[src/inc/sfp_pkg.sv]
package sfp_pkg;
  // Clock and pin timing
  localparam int CLK_NS    = 100;
  localparam int T_WP_NS   = 200;
  localparam int T_WPH_NS  = 200;
  localparam int T_ACC_NS  = 350;
  localparam int T_OEHP_NS = 150;
  localparam int T_BLC_US  = 150;
  localparam int T_WC_MS   = 20;
  localparam int SYNC_CYC  = 4;
  localparam int WP_CYC    = (T_WP_NS + CLK_NS - 1) / CLK_NS;
  localparam int WPH_CYC   = (T_WPH_NS + CLK_NS - 1) / CLK_NS;
  localparam int ACC_CYC   = (T_ACC_NS + CLK_NS - 1) / CLK_NS;
  localparam int OEHP_CYC  = (T_OEHP_NS + CLK_NS - 1) / CLK_NS;
  localparam int RD_CYC    = ACC_CYC + SYNC_CYC;
  localparam int BLC_CYC   = (T_BLC_US * 1000) / CLK_NS;
  localparam int WC_CYC    = (T_WC_MS * 1000000) / CLK_NS;

  // Flash geometry
  localparam int FA_W       = 18;
  localparam int SECT_BYTES = 256;
  localparam int TOG_BIT    = 6;

  // Register offsets
  localparam logic [8:0] OFS_CTRL = 9'h000;
  localparam logic [8:0] OFS_ADDR = 9'h004;
  localparam logic [8:0] OFS_STAT = 9'h008;
  localparam logic [8:0] OFS_IST  = 9'h00c;
  localparam logic [8:0] OFS_ICLR = 9'h010;
  localparam logic [8:0] OFS_IEN  = 9'h014;

  // Status fields and interrupt bits
  localparam int ST_BUSY_POS = 0;
  localparam int ST_IDM_POS  = 1;
  localparam int ST_ERR_POS  = 2;
  localparam int ST_RD_POS   = 8;
  localparam int IRQ_DONE    = 0;
  localparam int IRQ_TMO     = 1;
  localparam logic [1:0] IEN_RST = 2'h0;

  // Command sequence words
  localparam logic [14:0] UNLK_A1     = 15'h0001;
  localparam logic [7:0]  UNLK_D1     = 8'h11;
  localparam logic [14:0] UNLK_A2     = 15'h0002;
  localparam logic [7:0]  UNLK_D2     = 8'h22;
  localparam logic [14:0] CMD_A       = 15'h0001;
  localparam logic [7:0]  CMD_PROG    = 8'h31;
  localparam logic [7:0]  CMD_ID_IN   = 8'h32;
  localparam logic [7:0]  CMD_ID_OUT  = 8'h33;
  localparam logic [7:0]  CMD_LOCK_LO = 8'h34;
  localparam logic [7:0]  CMD_LOCK_HI = 8'h35;

  typedef enum logic [2:0] {
    OP_READ, OP_PROG, OP_ID_IN, OP_ID_OUT, OP_LOCK_LO, OP_LOCK_HI
  } sfp_op_t;

  typedef enum logic [2:0] {
    ST_IDLE = 3'b000, ST_CMD = 3'b001, ST_LOAD = 3'b011,
    ST_POLL = 3'b010, ST_FIN = 3'b110, ST_READ = 3'b100
  } sfp_st_t;

  typedef enum logic [1:0] {
    EG_IDLE = 2'b00, EG_SETUP = 2'b01, EG_STRB = 2'b11, EG_RECOV = 2'b10
  } sfp_eng_t;
endpackage

[src/inc/sfp_cyc_if.sv]
`timescale 1ns/1ns
// One flash bus cycle request and its completion
interface sfp_cyc_if;
  logic        req;
  logic        we;
  logic [17:0] addr;
  logic [7:0]  wdata;
  logic        done;
  logic [7:0]  rdata;
  modport ctl (output req, we, addr, wdata, input done, rdata);
  modport eng (input req, we, addr, wdata, output done, rdata);
endinterface

[src/verilog/sfp_engine.sv]
`timescale 1ns/1ns
module sfp_engine (
  input  wire logic                  hclk,          // Clock
  input  wire logic                  hresetn,       // Async reset, active low
  sfp_cyc_if.eng                     cyc,           // Cycle request
  input  wire logic [7:0]            dq_s,          // Synchronised data pins
  output logic [sfp_pkg::FA_W-1:0]   flash_a,       // Address pins
  output logic                       flash_ce_n,    // Chip select
  output logic                       flash_oe_n,    // Output drive strobe
  output logic                       flash_we_n,    // Write strobe
  output logic [7:0]                 flash_dq_o,    // Data out
  output logic                       flash_dq_oe_n  // Data drive, low drives
);
  import sfp_pkg::*;

  sfp_eng_t   st_q;
  logic [3:0] cnt_q;
  logic       we_q;

  // Cycle sequencer: setup, strobe, recovery
  always_ff @(posedge hclk or negedge hresetn) begin
    if (!hresetn) begin
      st_q     <= EG_IDLE;
      cnt_q    <= 4'h0;
      we_q     <= 1'b0;
      cyc.done <= 1'b0;
    end else begin
      cyc.done <= 1'b0;
      case (st_q)
        EG_IDLE: begin
          if (cyc.req) begin
            st_q <= EG_SETUP;
            we_q <= cyc.we;
          end
        end
        EG_SETUP: begin
          st_q  <= EG_STRB;
          cnt_q <= we_q ? 4'(WP_CYC - 1) : 4'(RD_CYC - 1);
        end
        EG_STRB: begin
          if (cnt_q == 4'h0) begin
            st_q  <= EG_RECOV;
            cnt_q <= we_q ? 4'(WPH_CYC - 1) : 4'(OEHP_CYC - 1);
          end else begin
            cnt_q <= cnt_q - 4'h1;
          end
        end
        EG_RECOV: begin
          if (cnt_q == 4'h0) begin
            st_q     <= EG_IDLE;
            cyc.done <= 1'b1;
          end else begin
            cnt_q <= cnt_q - 4'h1;
          end
        end
        default: st_q <= EG_IDLE;
      endcase
    end
  end

  // Pin drivers; data stays driven through recovery for hold time
  always_ff @(posedge hclk or negedge hresetn) begin
    if (!hresetn) begin
      flash_a       <= '0;
      flash_ce_n    <= 1'b1;
      flash_oe_n    <= 1'b1;
      flash_we_n    <= 1'b1;
      flash_dq_o    <= 8'h00;
      flash_dq_oe_n <= 1'b1;
      cyc.rdata     <= 8'h00;
    end else begin
      case (st_q)
        EG_IDLE: begin
          if (cyc.req) begin
            flash_a       <= cyc.addr;
            flash_dq_o    <= cyc.wdata;
            flash_dq_oe_n <= !cyc.we;
            flash_ce_n    <= 1'b0;
          end
        end
        EG_SETUP: begin
          flash_we_n <= !we_q;
          flash_oe_n <= we_q;
        end
        EG_STRB: begin
          if (cnt_q == 4'h0) begin
            flash_we_n <= 1'b1;
            flash_oe_n <= 1'b1;
            flash_ce_n <= 1'b1;
            if (!we_q) begin
              cyc.rdata <= dq_s;
            end
          end
        end
        EG_RECOV: begin
          if (cnt_q == 4'h0) begin
            flash_dq_oe_n <= 1'b1;
          end
        end
        default: flash_ce_n <= 1'b1;
      endcase
    end
  end
endmodule

[src/verilog/sfp_host.sv]
`timescale 1ns/1ns
// Operation
// - Sector address on upper lines every load
// - Load all 256 bytes of the sector
// - Next byte load within byte-load window
// - Poll reads keep one fixed address
// - Command words on address 14:0, data 7:0
module sfp_host #(
  parameter int WC_TMO_CYC = sfp_pkg::WC_CYC // Program cycle limit in clocks
) (
  input  wire logic                  hclk,          // Bus clock
  input  wire logic                  hresetn,       // Async reset, active low
  input  wire logic                  hsel,          // Slave select
  input  wire logic [31:0]           haddr,         // Byte address
  input  wire logic [1:0]            htrans,        // Transfer type
  input  wire logic                  hwrite,        // Write when high
  input  wire logic [2:0]            hsize,         // Word only
  input  wire logic [31:0]           hwdata,        // Write data
  input  wire logic                  hready,        // Bus ready
  output logic                       hreadyout,     // Always ready
  output logic                       hresp,         // Always OKAY
  output logic [31:0]                hrdata,        // Read data
  output logic                       irq,           // Level interrupt
  output logic [sfp_pkg::FA_W-1:0]   flash_a,       // Flash address
  output logic                       flash_ce_n,    // Flash chip select
  output logic                       flash_oe_n,    // Flash output strobe
  output logic                       flash_we_n,    // Flash write strobe
  input  wire logic [7:0]            flash_dq_i,    // Flash data in
  output logic [7:0]                 flash_dq_o,    // Flash data out
  output logic                       flash_dq_oe_n  // Flash data drive, low drives
);
  import sfp_pkg::*;

  sfp_cyc_if cyc ();

  sfp_st_t     st_q;
  sfp_op_t     op_q;
  logic [17:0] addr_q;
  logic [1:0]  step_q;
  logic [7:0]  idx_q;
  logic        wait_q;
  logic        tog_q;
  logic        tog_v_q;
  logic        err_q;
  logic        id_mode_q;
  logic [7:0]  rd_byte_q;
  logic [17:0] tmo_q;
  logic [1:0]  irq_st_q;
  logic [1:0]  irq_en_q;
  logic [31:0] buf_q [64];
  logic        dwr_q;
  logic [8:0]  dad_q;
  logic [7:0]  dq_s;
  logic        acc;
  logic        go;
  logic        issue;
  logic        blc_hold;
  logic [22:0] cmd_w;
  logic [1:0]  irq_set;
  logic [1:0]  irq_clr;

  // Data-phase write hit on one of our registers
  function automatic logic wr_hit(input logic wr, input logic [8:0] a,
                                  input logic [8:0] ofs);
    wr_hit = wr && (a == ofs);
  endfunction

  // Command word for a step: two unlock writes then the operation code
  function automatic logic [22:0] cmd_word(input sfp_op_t op, input logic [1:0] s);
    logic [7:0] code;
    case (op)
      OP_ID_IN:   code = CMD_ID_IN;
      OP_ID_OUT:  code = CMD_ID_OUT;
      OP_LOCK_LO: code = CMD_LOCK_LO;
      OP_LOCK_HI: code = CMD_LOCK_HI;
      default:    code = CMD_PROG;
    endcase
    case (s)
      2'd0:    cmd_word = {UNLK_A1, UNLK_D1};
      2'd1:    cmd_word = {UNLK_A2, UNLK_D2};
      default: cmd_word = {CMD_A, code};
    endcase
  endfunction

  // Register read mux; buffer words live above offset 0x100
  function automatic logic [31:0] rd_mux(input logic [8:0] a);
    logic [31:0] v;
    v = 32'h0;
    if (a[8]) begin
      v = buf_q[a[7:2]];
    end else begin
      case (a)
        OFS_CTRL: v = {29'h0, op_q};
        OFS_ADDR: v = {14'h0, addr_q};
        OFS_STAT: begin
          v[ST_BUSY_POS]          = (st_q != ST_IDLE);
          v[ST_IDM_POS]           = id_mode_q;
          v[ST_ERR_POS]           = err_q;
          v[ST_RD_POS +: 8]       = rd_byte_q;
        end
        OFS_IST:  v = {30'h0, irq_st_q};
        OFS_IEN:  v = {30'h0, irq_en_q};
        default:  v = 32'h0;
      endcase
    end
    rd_mux = v;
  endfunction

  sfp_sync u_sync (
    .hclk    (hclk),
    .hresetn (hresetn),
    .d       (flash_dq_i),
    .q       (dq_s)
  );

  sfp_engine u_eng (
    .hclk          (hclk),
    .hresetn       (hresetn),
    .cyc           (cyc.eng),
    .dq_s          (dq_s),
    .flash_a       (flash_a),
    .flash_ce_n    (flash_ce_n),
    .flash_oe_n    (flash_oe_n),
    .flash_we_n    (flash_we_n),
    .flash_dq_o    (flash_dq_o),
    .flash_dq_oe_n (flash_dq_oe_n)
  );

  // Bus slave: zero wait states, OKAY only
  assign hreadyout = 1'b1;
  assign hresp     = 1'b0;
  assign acc       = hsel && htrans[1] && hready;
  assign go        = wr_hit(dwr_q, dad_q, OFS_CTRL) && (st_q == ST_IDLE)
                     && (hwdata[2:0] <= 3'(OP_LOCK_HI));

  // Address phase capture and registered read data
  always_ff @(posedge hclk or negedge hresetn) begin
    if (!hresetn) begin
      dwr_q  <= 1'b0;
      dad_q  <= 9'h000;
      hrdata <= 32'h0;
    end else begin
      dwr_q  <= acc && hwrite;
      dad_q  <= haddr[8:0];
      hrdata <= (acc && !hwrite) ? rd_mux(haddr[8:0]) : 32'h0;
    end
  end

  // Sector buffer, writable only while idle
  always_ff @(posedge hclk) begin
    if (dwr_q && dad_q[8] && (st_q == ST_IDLE)) begin
      buf_q[dad_q[7:2]] <= hwdata;
    end
  end

  // Operation and address registers
  always_ff @(posedge hclk or negedge hresetn) begin
    if (!hresetn) begin
      op_q     <= OP_READ;
      addr_q   <= 18'h0;
      irq_en_q <= IEN_RST;
    end else begin
      if (go) begin
        op_q <= sfp_op_t'(hwdata[2:0]);
      end
      if (wr_hit(dwr_q, dad_q, OFS_ADDR) && (st_q == ST_IDLE)) begin
        addr_q <= hwdata[17:0];
      end
      if (wr_hit(dwr_q, dad_q, OFS_IEN)) begin
        irq_en_q <= hwdata[1:0];
      end
    end
  end

  // Cycle request towards the engine; after the last load the first poll
  // waits out the byte-load window, since programming only starts then
  assign blc_hold = (st_q == ST_POLL) && (op_q == OP_PROG)
                    && (tmo_q <= 18'(BLC_CYC));
  assign issue = !wait_q && !cyc.done && !blc_hold
                 && (st_q inside {ST_CMD, ST_LOAD, ST_POLL, ST_READ});
  assign cmd_w = cmd_word(op_q, step_q);

  always_comb begin
    cyc.req   = issue;
    cyc.we    = (st_q == ST_CMD) || (st_q == ST_LOAD);
    cyc.addr  = addr_q;
    cyc.wdata = 8'h00;
    case (st_q)
      ST_CMD: begin
        cyc.addr  = {3'b000, cmd_w[22:8]};
        cyc.wdata = cmd_w[7:0];
      end
      ST_LOAD: begin
        cyc.addr  = {addr_q[17:8], idx_q};
        cyc.wdata = buf_q[idx_q[7:2]][{idx_q[1:0], 3'b000} +: 8];
      end
      default: cyc.addr = addr_q;
    endcase
  end

  // Outstanding cycle tracking
  always_ff @(posedge hclk or negedge hresetn) begin
    if (!hresetn) begin
      wait_q <= 1'b0;
    end else if (issue) begin
      wait_q <= 1'b1;
    end else if (cyc.done) begin
      wait_q <= 1'b0;
    end
  end

  // Operation sequencer
  always_ff @(posedge hclk or negedge hresetn) begin
    if (!hresetn) begin
      st_q    <= ST_IDLE;
      step_q  <= 2'd0;
      idx_q   <= 8'h00;
      tog_q   <= 1'b0;
      tog_v_q <= 1'b0;
      err_q   <= 1'b0;
      tmo_q   <= 18'h0;
    end else begin
      case (st_q)
        ST_IDLE: begin
          if (go) begin
            st_q    <= (hwdata[2:0] == 3'(OP_READ)) ? ST_READ : ST_CMD;
            step_q  <= 2'd0;
            idx_q   <= 8'h00;
            tog_v_q <= 1'b0;
            err_q   <= 1'b0;
            tmo_q   <= 18'h0;
          end
        end
        ST_CMD: begin
          if (cyc.done) begin
            if (step_q == 2'd2) begin
              case (op_q)
                OP_PROG:    st_q <= ST_LOAD;
                OP_LOCK_LO: st_q <= ST_POLL;
                OP_LOCK_HI: st_q <= ST_POLL;
                default:    st_q <= ST_FIN;
              endcase
            end else begin
              step_q <= step_q + 2'd1;
            end
          end
        end
        ST_LOAD: begin
          // Loads run back to back, far inside the byte-load window
          if (cyc.done) begin
            if (idx_q == 8'(SECT_BYTES - 1)) begin
              st_q <= ST_POLL;
            end else begin
              idx_q <= idx_q + 8'h01;
            end
          end
        end
        ST_POLL: begin
          if (tmo_q < 18'(WC_TMO_CYC)) begin
            tmo_q <= tmo_q + 18'h1;
          end
          if (cyc.done) begin
            if (tog_v_q && (cyc.rdata[TOG_BIT] == tog_q)) begin
              st_q <= ST_FIN;
            end else if (tmo_q >= 18'(WC_TMO_CYC)) begin
              st_q  <= ST_FIN;
              err_q <= 1'b1;
            end
            tog_q   <= cyc.rdata[TOG_BIT];
            tog_v_q <= 1'b1;
          end
        end
        ST_READ: begin
          if (cyc.done) begin
            st_q <= ST_FIN;
          end
        end
        ST_FIN:  st_q <= ST_IDLE;
        default: st_q <= ST_IDLE;
      endcase
    end
  end

  // Last byte read and identification mode tracking
  always_ff @(posedge hclk or negedge hresetn) begin
    if (!hresetn) begin
      rd_byte_q <= 8'h00;
      id_mode_q <= 1'b0;
    end else begin
      if (cyc.done && !cyc.we) begin
        rd_byte_q <= cyc.rdata;
      end
      if (st_q == ST_FIN && op_q == OP_ID_IN) begin
        id_mode_q <= 1'b1;
      end else if (st_q == ST_FIN && op_q == OP_ID_OUT) begin
        id_mode_q <= 1'b0;
      end
    end
  end

  // Sticky interrupt status; a set wins over a clear in the same cycle
  assign irq_set = {(st_q == ST_FIN) && err_q, st_q == ST_FIN};
  assign irq_clr = wr_hit(dwr_q, dad_q, OFS_ICLR) ? hwdata[1:0] : 2'h0;

  always_ff @(posedge hclk or negedge hresetn) begin
    if (!hresetn) begin
      irq_st_q <= 2'h0;
    end else begin
      irq_st_q <= irq_set | (irq_st_q & ~irq_clr);
    end
  end

  assign irq = |(irq_st_q & irq_en_q);

  // Checking helpers
  logic [10:0] gap_q;
  logic [8:0]  ld_cnt_q;
  logic [9:0]  sect_h_q;
  logic [17:0] poll_a_q;
  logic        poll_seen_q;

  always_ff @(posedge hclk or negedge hresetn) begin
    if (!hresetn) begin
      gap_q       <= 11'h0;
      ld_cnt_q    <= 9'h0;
      sect_h_q    <= 10'h0;
      poll_a_q    <= 18'h0;
      poll_seen_q <= 1'b0;
    end else begin
      gap_q <= issue ? 11'h0 : ((gap_q == 11'h7ff) ? gap_q : gap_q + 11'h1);
      if (st_q == ST_IDLE) begin
        ld_cnt_q    <= 9'h0;
        poll_seen_q <= 1'b0;
        sect_h_q    <= addr_q[17:8];
      end else if (cyc.done && st_q == ST_LOAD) begin
        ld_cnt_q <= ld_cnt_q + 9'h1;
      end
      if (issue && st_q == ST_POLL) begin
        poll_a_q    <= cyc.addr;
        poll_seen_q <= 1'b1;
      end
    end
  end
endmodule

[src/verilog/sfp_sync.sv]
`timescale 1ns/1ns
module sfp_sync (
  input  wire logic       hclk,    // Clock
  input  wire logic       hresetn, // Async reset, active low
  input  wire logic [7:0] d,       // Pin level
  output logic      [7:0] q        // Settled level
);
  logic [7:0] s1_q;
  logic [7:0] s2_q;
  logic [7:0] s3_q;

  // Three stages; a change counts once stages two and three agree
  genvar i;
  generate
    for (i = 0; i < 8; i++) begin : g_bit
      always_ff @(posedge hclk or negedge hresetn) begin
        if (!hresetn) begin
          s1_q[i] <= 1'b0;
          s2_q[i] <= 1'b0;
          s3_q[i] <= 1'b0;
          q[i]    <= 1'b0;
        end else begin
          s1_q[i] <= d[i];
          s2_q[i] <= s1_q[i];
          s3_q[i] <= s2_q[i];
          if (s2_q[i] == s3_q[i]) begin
            q[i] <= s3_q[i];
          end
        end
      end
    end
  endgenerate
endmodule
[config.mk]
export PLATFORM = sky130hd
export DESIGN_NAME = sfp_host
export DESIGN_NICKNAME = d
export VERILOG_FILES = /design/src/inc/sfp_pkg.sv /design/src/inc/sfp_cyc_if.sv /design/src/verilog/sfp_engine.sv /design/src/verilog/sfp_host.sv /design/src/verilog/sfp_sync.sv
export SDC_FILE = /design/constraint.sdc
export NUM_CORES = 2
export LEC_CHECK = 0
export BUFFER_PORTS_ARGS = -buffer_cell sky130_fd_sc_hd__buf_4
export CORE_MARGIN = 3
export CORE_UTILIZATION = 51
export CTS_CLUSTER_DIAMETER = 150
export DETAILED_ROUTE_END_ITERATION = 12
export PLACE_DENSITY = 0.76
export SKIP_CTS_REPAIR_TIMING = 1
export SYNTH_ARGS = -nofsm -noshare
export SYNTH_HDL_FRONTEND = slang
export SYNTH_SLANG_ARGS = --single-unit
[constraint.sdc]
create_clock -name hclk -period 3.5 [get_ports hclk]
set_input_delay 0.175 -clock hclk [delete_from_list [all_inputs] [get_ports hclk]]
set_output_delay 0.175 -clock hclk [all_outputs]
set_load 0.02 [all_outputs]
After elaboration in Yosys (flattened, before gate mapping)
Memories as Yosys holds them, arrays and structs flattened.
Cells that the tools add are included.
{"block": "word_totals", "ram_bits": 2048, "mem_count": 1, "output_inout_bits": 65, "reg_bits": 189}
{"memory": "buf_q", "words": 64, "word_bits": 32, "rd": 2, "rd_ports_with_merged_regs": 0, "write_ports": 1, "line": "sfp_host.sv:50", "rtl": "logic [31:0] buf_q [64];"}
{"block": "op_classes", "addsub": 4, "order_cmp": 4, "reduce_logical": 64, "n_bitwise": 5, "n_eq_ne": 49, "n_shift": 1, "muxes": 64}
{"operator": "$pmux W18 S2", "n": 2}
{"operator": "$mux W32", "n": 2}
{"operator": "$pmux W8 S2", "n": 3}
{"operator": "$mux W18", "n": 2}
{"operator": "$mux W3", "n": 11}
{"operator": "$shiftx A32 B6 Y8", "n": 1}
{"operator": "$pmux W3 S5", "n": 2}
{"operator": "$eq A9 B5 Y1 const B", "n": 3}
{"operator": "$mux W8", "n": 3}
{"operator": "$logic_and A1 B1 Y1", "n": 23}
{"operator": "$pmux W10 S2", "n": 1}
{"operator": "$add A18 B1 Y18 const B", "n": 1}
{"operator": "$eq A9 B3 Y1 const B", "n": 2}
{"operator": "$eq A9 B4 Y1 const B", "n": 2}
{"operator": "$ge A18 B18 Y1 const B", "n": 1}
{"operator": "$le A18 B11 Y1 const B", "n": 1}
{"operator": "$logic_not A9 Y1", "n": 2}
{"operator": "$lt A18 B18 Y1 const B", "n": 1}
{"operator": "$ne A2 B2 Y1 const B", "n": 9}
{"operator": "$reduce_and A3 Y1", "n": 6}
{"operator": "$mux W1", "n": 16}
{"operator": "$mux W2", "n": 8}
{"operator": "$reduce_bool A2 Y1", "n": 8}
{"operator": "$ne A2 B1 Y1 const B", "n": 7}
{"operator": "36 further kinds", "n": 74}

Depth between registers and ports, before layout
{"block": "depth", "depth_word": 8, "mapped_depth": 13}

By module
From an unflattened synthesis, not the netlist that was laid out.
{"block": "unflattened", "hier_cells": 4917, "hier_area_um2": 102404.5}
{"mod": "sfp_host", "cells_per_inst": 4751, "seq_area_each_um2": 64276.6, "area_each_um2": 99635.6, "instances": 1}
{"mod": "sfp_engine", "cells_per_inst": 126, "seq_area_each_um2": 1156.1, "area_each_um2": 1878.1, "instances": 1}
{"mod": "sfp_sync", "cells_per_inst": 40, "seq_area_each_um2": 800.8, "area_each_um2": 890.9, "instances": 1}

Worst setup path before layout
OpenSTA, ideal clock, no wires.
{"block": "synth_timing", "path_type": "register -> register", "startpoint": "register st_q[2]", "endpoint": "memory buf_q[63][0], enable pin", "arrival_ps": 2859, "synth_period_minus_slack_ps": 3280, "slack_ps": 220, "setup_time_ps": 421, "required_time_ps": 3079, "path_stages_with_launch": 7, "n_path_buf": 2, "cell_sequence": "dfrtp_1 -> clkbuf_1 -> clkbuf_1 -> nor3_1 -> and4_1 -> nand3_1 -> nor2_1"}
{"block": "synth_between", "elab_chain_len": 4}
{"item": "start, declared", "line": "sfp_host.sv:36", "rtl": "sfp_st_t st_q;"}
{"item": "start signal, assigned", "line": "sfp_host.sv:226", "rtl": "st_q <= (hwdata[2:0] == 3'(OP_READ)) ? ST_READ : ST_CMD;"}
{"item": "$logic_not A3 Y1", "line": "sfp_host.sv:151", "rtl": "if (dwr_q && dad_q[8] && (st_q == ST_IDLE)) begin"}
{"item": "$logic_and A1 B1 Y1", "line": "sfp_host.sv:151"}
{"item": "$mux W1", "line": "sfp_host.sv:151"}
{"item": "$mux W1 (not written as such)", "line": "sfp_host.sv:152", "rtl": "buf_q[dad_q[7:2]] <= hwdata;"}
{"item": "end, declared", "line": "sfp_host.sv:50"}
Every way passes these cells.

Final worst setup path
{"block": "layout_timing", "startpoint": "register idx_q[3]", "endpoint": "register u_eng.flash_dq_o[4]"}
{"block": "layout_between", "elab_chain_len": 3}
{"item": "start, declared", "line": "sfp_host.sv:40", "rtl": "logic [7:0] idx_q;"}
{"item": "start signal, assigned", "line": "sfp_host.sv:254", "rtl": "idx_q <= idx_q + 8'h01;"}
{"item": "$mem_v2 Z64 W32"}
{"item": "$shiftx A32 B6 Y8", "line": "sfp_host.sv:195", "rtl": "cyc.wdata = buf_q[idx_q[7:2]][{idx_q[1:0], 3'b000} +: 8];"}
{"item": "$pmux W8 S2", "line": "sfp_host.sv:188", "rtl": "case (st_q)"}
{"item": "end signal, assigned", "line": "sfp_engine.sv:76", "rtl": "flash_dq_o <= cyc.wdata;"}
{"item": "end, declared", "line": "sfp_engine.sv:11", "rtl": "output logic [7:0] flash_dq_o,"}
Every way passes these cells.
A chain may end at the register's enable or synchronous reset.

==> impl_metrics.toml <==
[critical_path]
path_class = "reg2reg"
endpoint_kind = "register"
crit_fanout = 48
crit_path_start_kind = "register"
crit_start = "idx_q[3]"
r2r-start = "idx_q[3]"
cp_data_required_time_ns = 4.23
arrival_ns = 4.26

[floorplan]
die_h_um = 453
die_w_um = 453
num_rows = 163
dieArea_um2 = 205000
ios = 147
initial_core_util_pct = 51.5
coreArea_um2 = 198000

[yosys]
yosysWarnings = 0
netlist_instances = 4865
synth_top_cell_area_share_pct = 60.3
syn_avg_cell_area_um2 = 21.0
synthTopCellsByArea = "edfxtp_1 (60%), mux4_2 (27%), dfrtp_1 (4.5%), mux2i_1 (0.87%), clkbuf_1 (0.67%)"
synth_top_area_cell = "edfxtp_1"
ys.flop_type = "edfxtp_1"
yosysSeqAreaShare_pct = 65.0
synth_cell_type_count = 73
synthesis.nets = 4955
syn-cell-area_um2 = 102000
synth_edf_count = 2048
async_flop_share_pct = 8.45
synth_seq_cells = 2237

[timing]
fin_crit_sh_pct = 101
period_needed_ns = 3.53
final_max_slew_viol_count = 0
setup_viol = 1
finalHoldViolations = 10
skew_ns = 0.0554
timing.fmax_mhz = 283
slew_headroom_pct = 29.1
whs_ns = -0.0240
worstMarginPinSlew_ns = 1.06
setup_tns_ns = -0.0286
rsz0062_at_grt = "false"
setup_ws_ns = -0.0286

[global_route]
grt_pass1_wl_um = 464000
grtUsageTotal_pct = 32.5
overflow = 0
busiest_layer = "met2"
met3_usage_pct = 11.3
grt_pass1_vias = 59531
grt_antenna_before_repair = 29
grtUsageMet2_pct = 47.9
grt_max_degree = 80
grt_use_met1_pct = 42.5

[placement]
placed_area_um2 = 109000
io_buffers = 117
gp_congestion = 0.889
dp.final_hpwl_um = 201000

[finish]
final_common_cell = "edfxtp_1"
syn_to_final_growth_pct = 14.8
multi_input_area_um2 = 34300
final_area_um2 = 117000
final_layout_size_suffix_gt1_share_pct = 40.0
seqCellArea_um2 = 66300
final_nets = 5372
final_cell_mix = "edfxtp_1 (2048), mux4_2 (1208), buf_4 (384)"
filler_cell_count = 13550

[power]
power_mw = 63.2
worst_ir_drop_vdd_v = 0.000497
p_per_area_nw_per_um2 = 540
p_leak_nw = 36.8

[detailed_routing]
firstDrtPassIters = 8
via_per_inst = 7.45
drc = 0
totalWireLength_um = 333000
wire_per_inst_um = 40.9
drt_iter0_drc = 10763
vias = 60603
final_antenna_net_count = 0

[outcome]
failed_checks = "hold timing, setup timing"
status = "complete, but fails checks"

[clocking]
htree_levels = 4
cts_buffers = 224
clock_path_buffers = 3
clkTransAtPathRegs_ns = 0.06
cts_root_buffer = "clkbuf_16"
cts.sinks = 2237
clk-insertion-delay-late_ns = 0.89
cts_tree = "done"

[hold_path]
hold_class = "in2async"

[run]
cap_violations = 0
==> registers in the layout, indices dropped and copies added, names as in the netlist, 9 cells and up <==
name,cells
addr_q,18
buf_q,2048
dad_q,9
hrdata,32
tmo_q,18
u_eng.flash_a,18
==> Yosys cell counts, types with 5 or more instances <==
cell and count:
xnor2_1 6, and3_1 8, nor3_1 25, buf_1 30, nor2_1 147, a21oi_1 89
a21o_1 5, and2_1 8, dfrtp_1 185, a221oi_1 17, o31ai_1 7, nor4_1 10
o21a_1 6, inv_1 28, mux4_2 1208, edfxtp_1 2048, buf_6 23, clkbuf_1 183
a32o_1 8, a2111oi_0 8, mux2_2 59, ha_1 8, mux2i_1 89, buf_4 29
a22oi_1 83, or4_1 6, nand4_1 15, nand3_1 42, nor2b_1 33, o21ai_0 60
o211ai_1 7, a211oi_1 13, maj3_1 8, a31oi_1 19, o221ai_1 8, nand2b_1 8
buf_2 106, a22o_1 10, or3_1 13, nand3b_1 8, o22ai_1 17, nand2_1 116
==> cells by family (layout without fill, tap and decap cells) <==
kind of cell             count (synthesis)  count (layout)  synth area share, %
buffers and inverters                  402            1013                 1.91
AND/OR/NAND/NOR                        456             456                 2.14
AO/OA/AOI/OAI                          386             386                 2.53
adder cells (fa/ha/maj)                 16              16                0.177
multiplexers                          1356            1356                 28.2
other                                    2              17              0.00736
XOR/XNOR                                10              10               0.0859
flip-flops                            2237            2237                 65.0
==> area by class of cell <==
class | count | share of cell area (%)
sequential | 2237 | 56.6
multi-input combinational | 2226 | 29.3
clock buffer | 286 | 5.17
timing repair buffer | 564 | 5.01
tap | 2640 | 2.82
clock inverter | 134 | 0.934
inverter | 29 | 0.0973
antenna | 15 | 0.0321
==> power by group <==
part | internal, mW | switching, mW
logic | 4.64 | 5.12
clock network | 12.8 | 10.5
registers | 29.6 | 0.484
total | 47.1 | 16.1
==> stage by stage <==
step	worst slack [ns]	utilization (%)	hold slack [ns]	cells
2_1_floorplan	0.220	-	-0.121	4865
3_3_place_gp	0.0450	55.2	0.263	7637
3_5_place_dp	0.0585	55.2	0.267	7637
4_1_cts	0.0371	58.8	-0.663	8057
5_1_grt	0.00381	59.1	0.00170	8117
6_report	-0.0286	59.1	-0.0240	8131
==> worst paths after layout <==
path,to,cells after the start,slack [ns]
setup reg to reg,u_eng.flash_dq_o[4],9,-0.03
max in group asynchronous,u_sync.s3_q[0],3,2.64
hold / removal,addr_q[7],2,-0.02
hold reg to reg,u_sync.s3_q[3],0,0.35
min in group hclk,dad_q[0],2,0.02
setup / recovery,u_eng.flash_dq_o[4],9,-0.03
==> metal layers <==
layer / share of wire, % / up-vias
li1: - / 22080
met1: 32 / 31751
met2: 45 / 5527
met3: 16 / 1235
met4: 7.0 / 10
met5: 0.020 / -
==> worst max-delay path, stage by stage, from the launching register on <==
cell and delay, ns:
dfrtp_4 0.62, buf_12 0.28, buf_12 0.30, mux4_2 0.37, mux4_2 0.54, a22oi_1 0.21
a31oi_1 0.29, a21oi_2 0.39, buf_4 0.17, o211ai_1 0.07
Power figures use the tool's default switching activity.
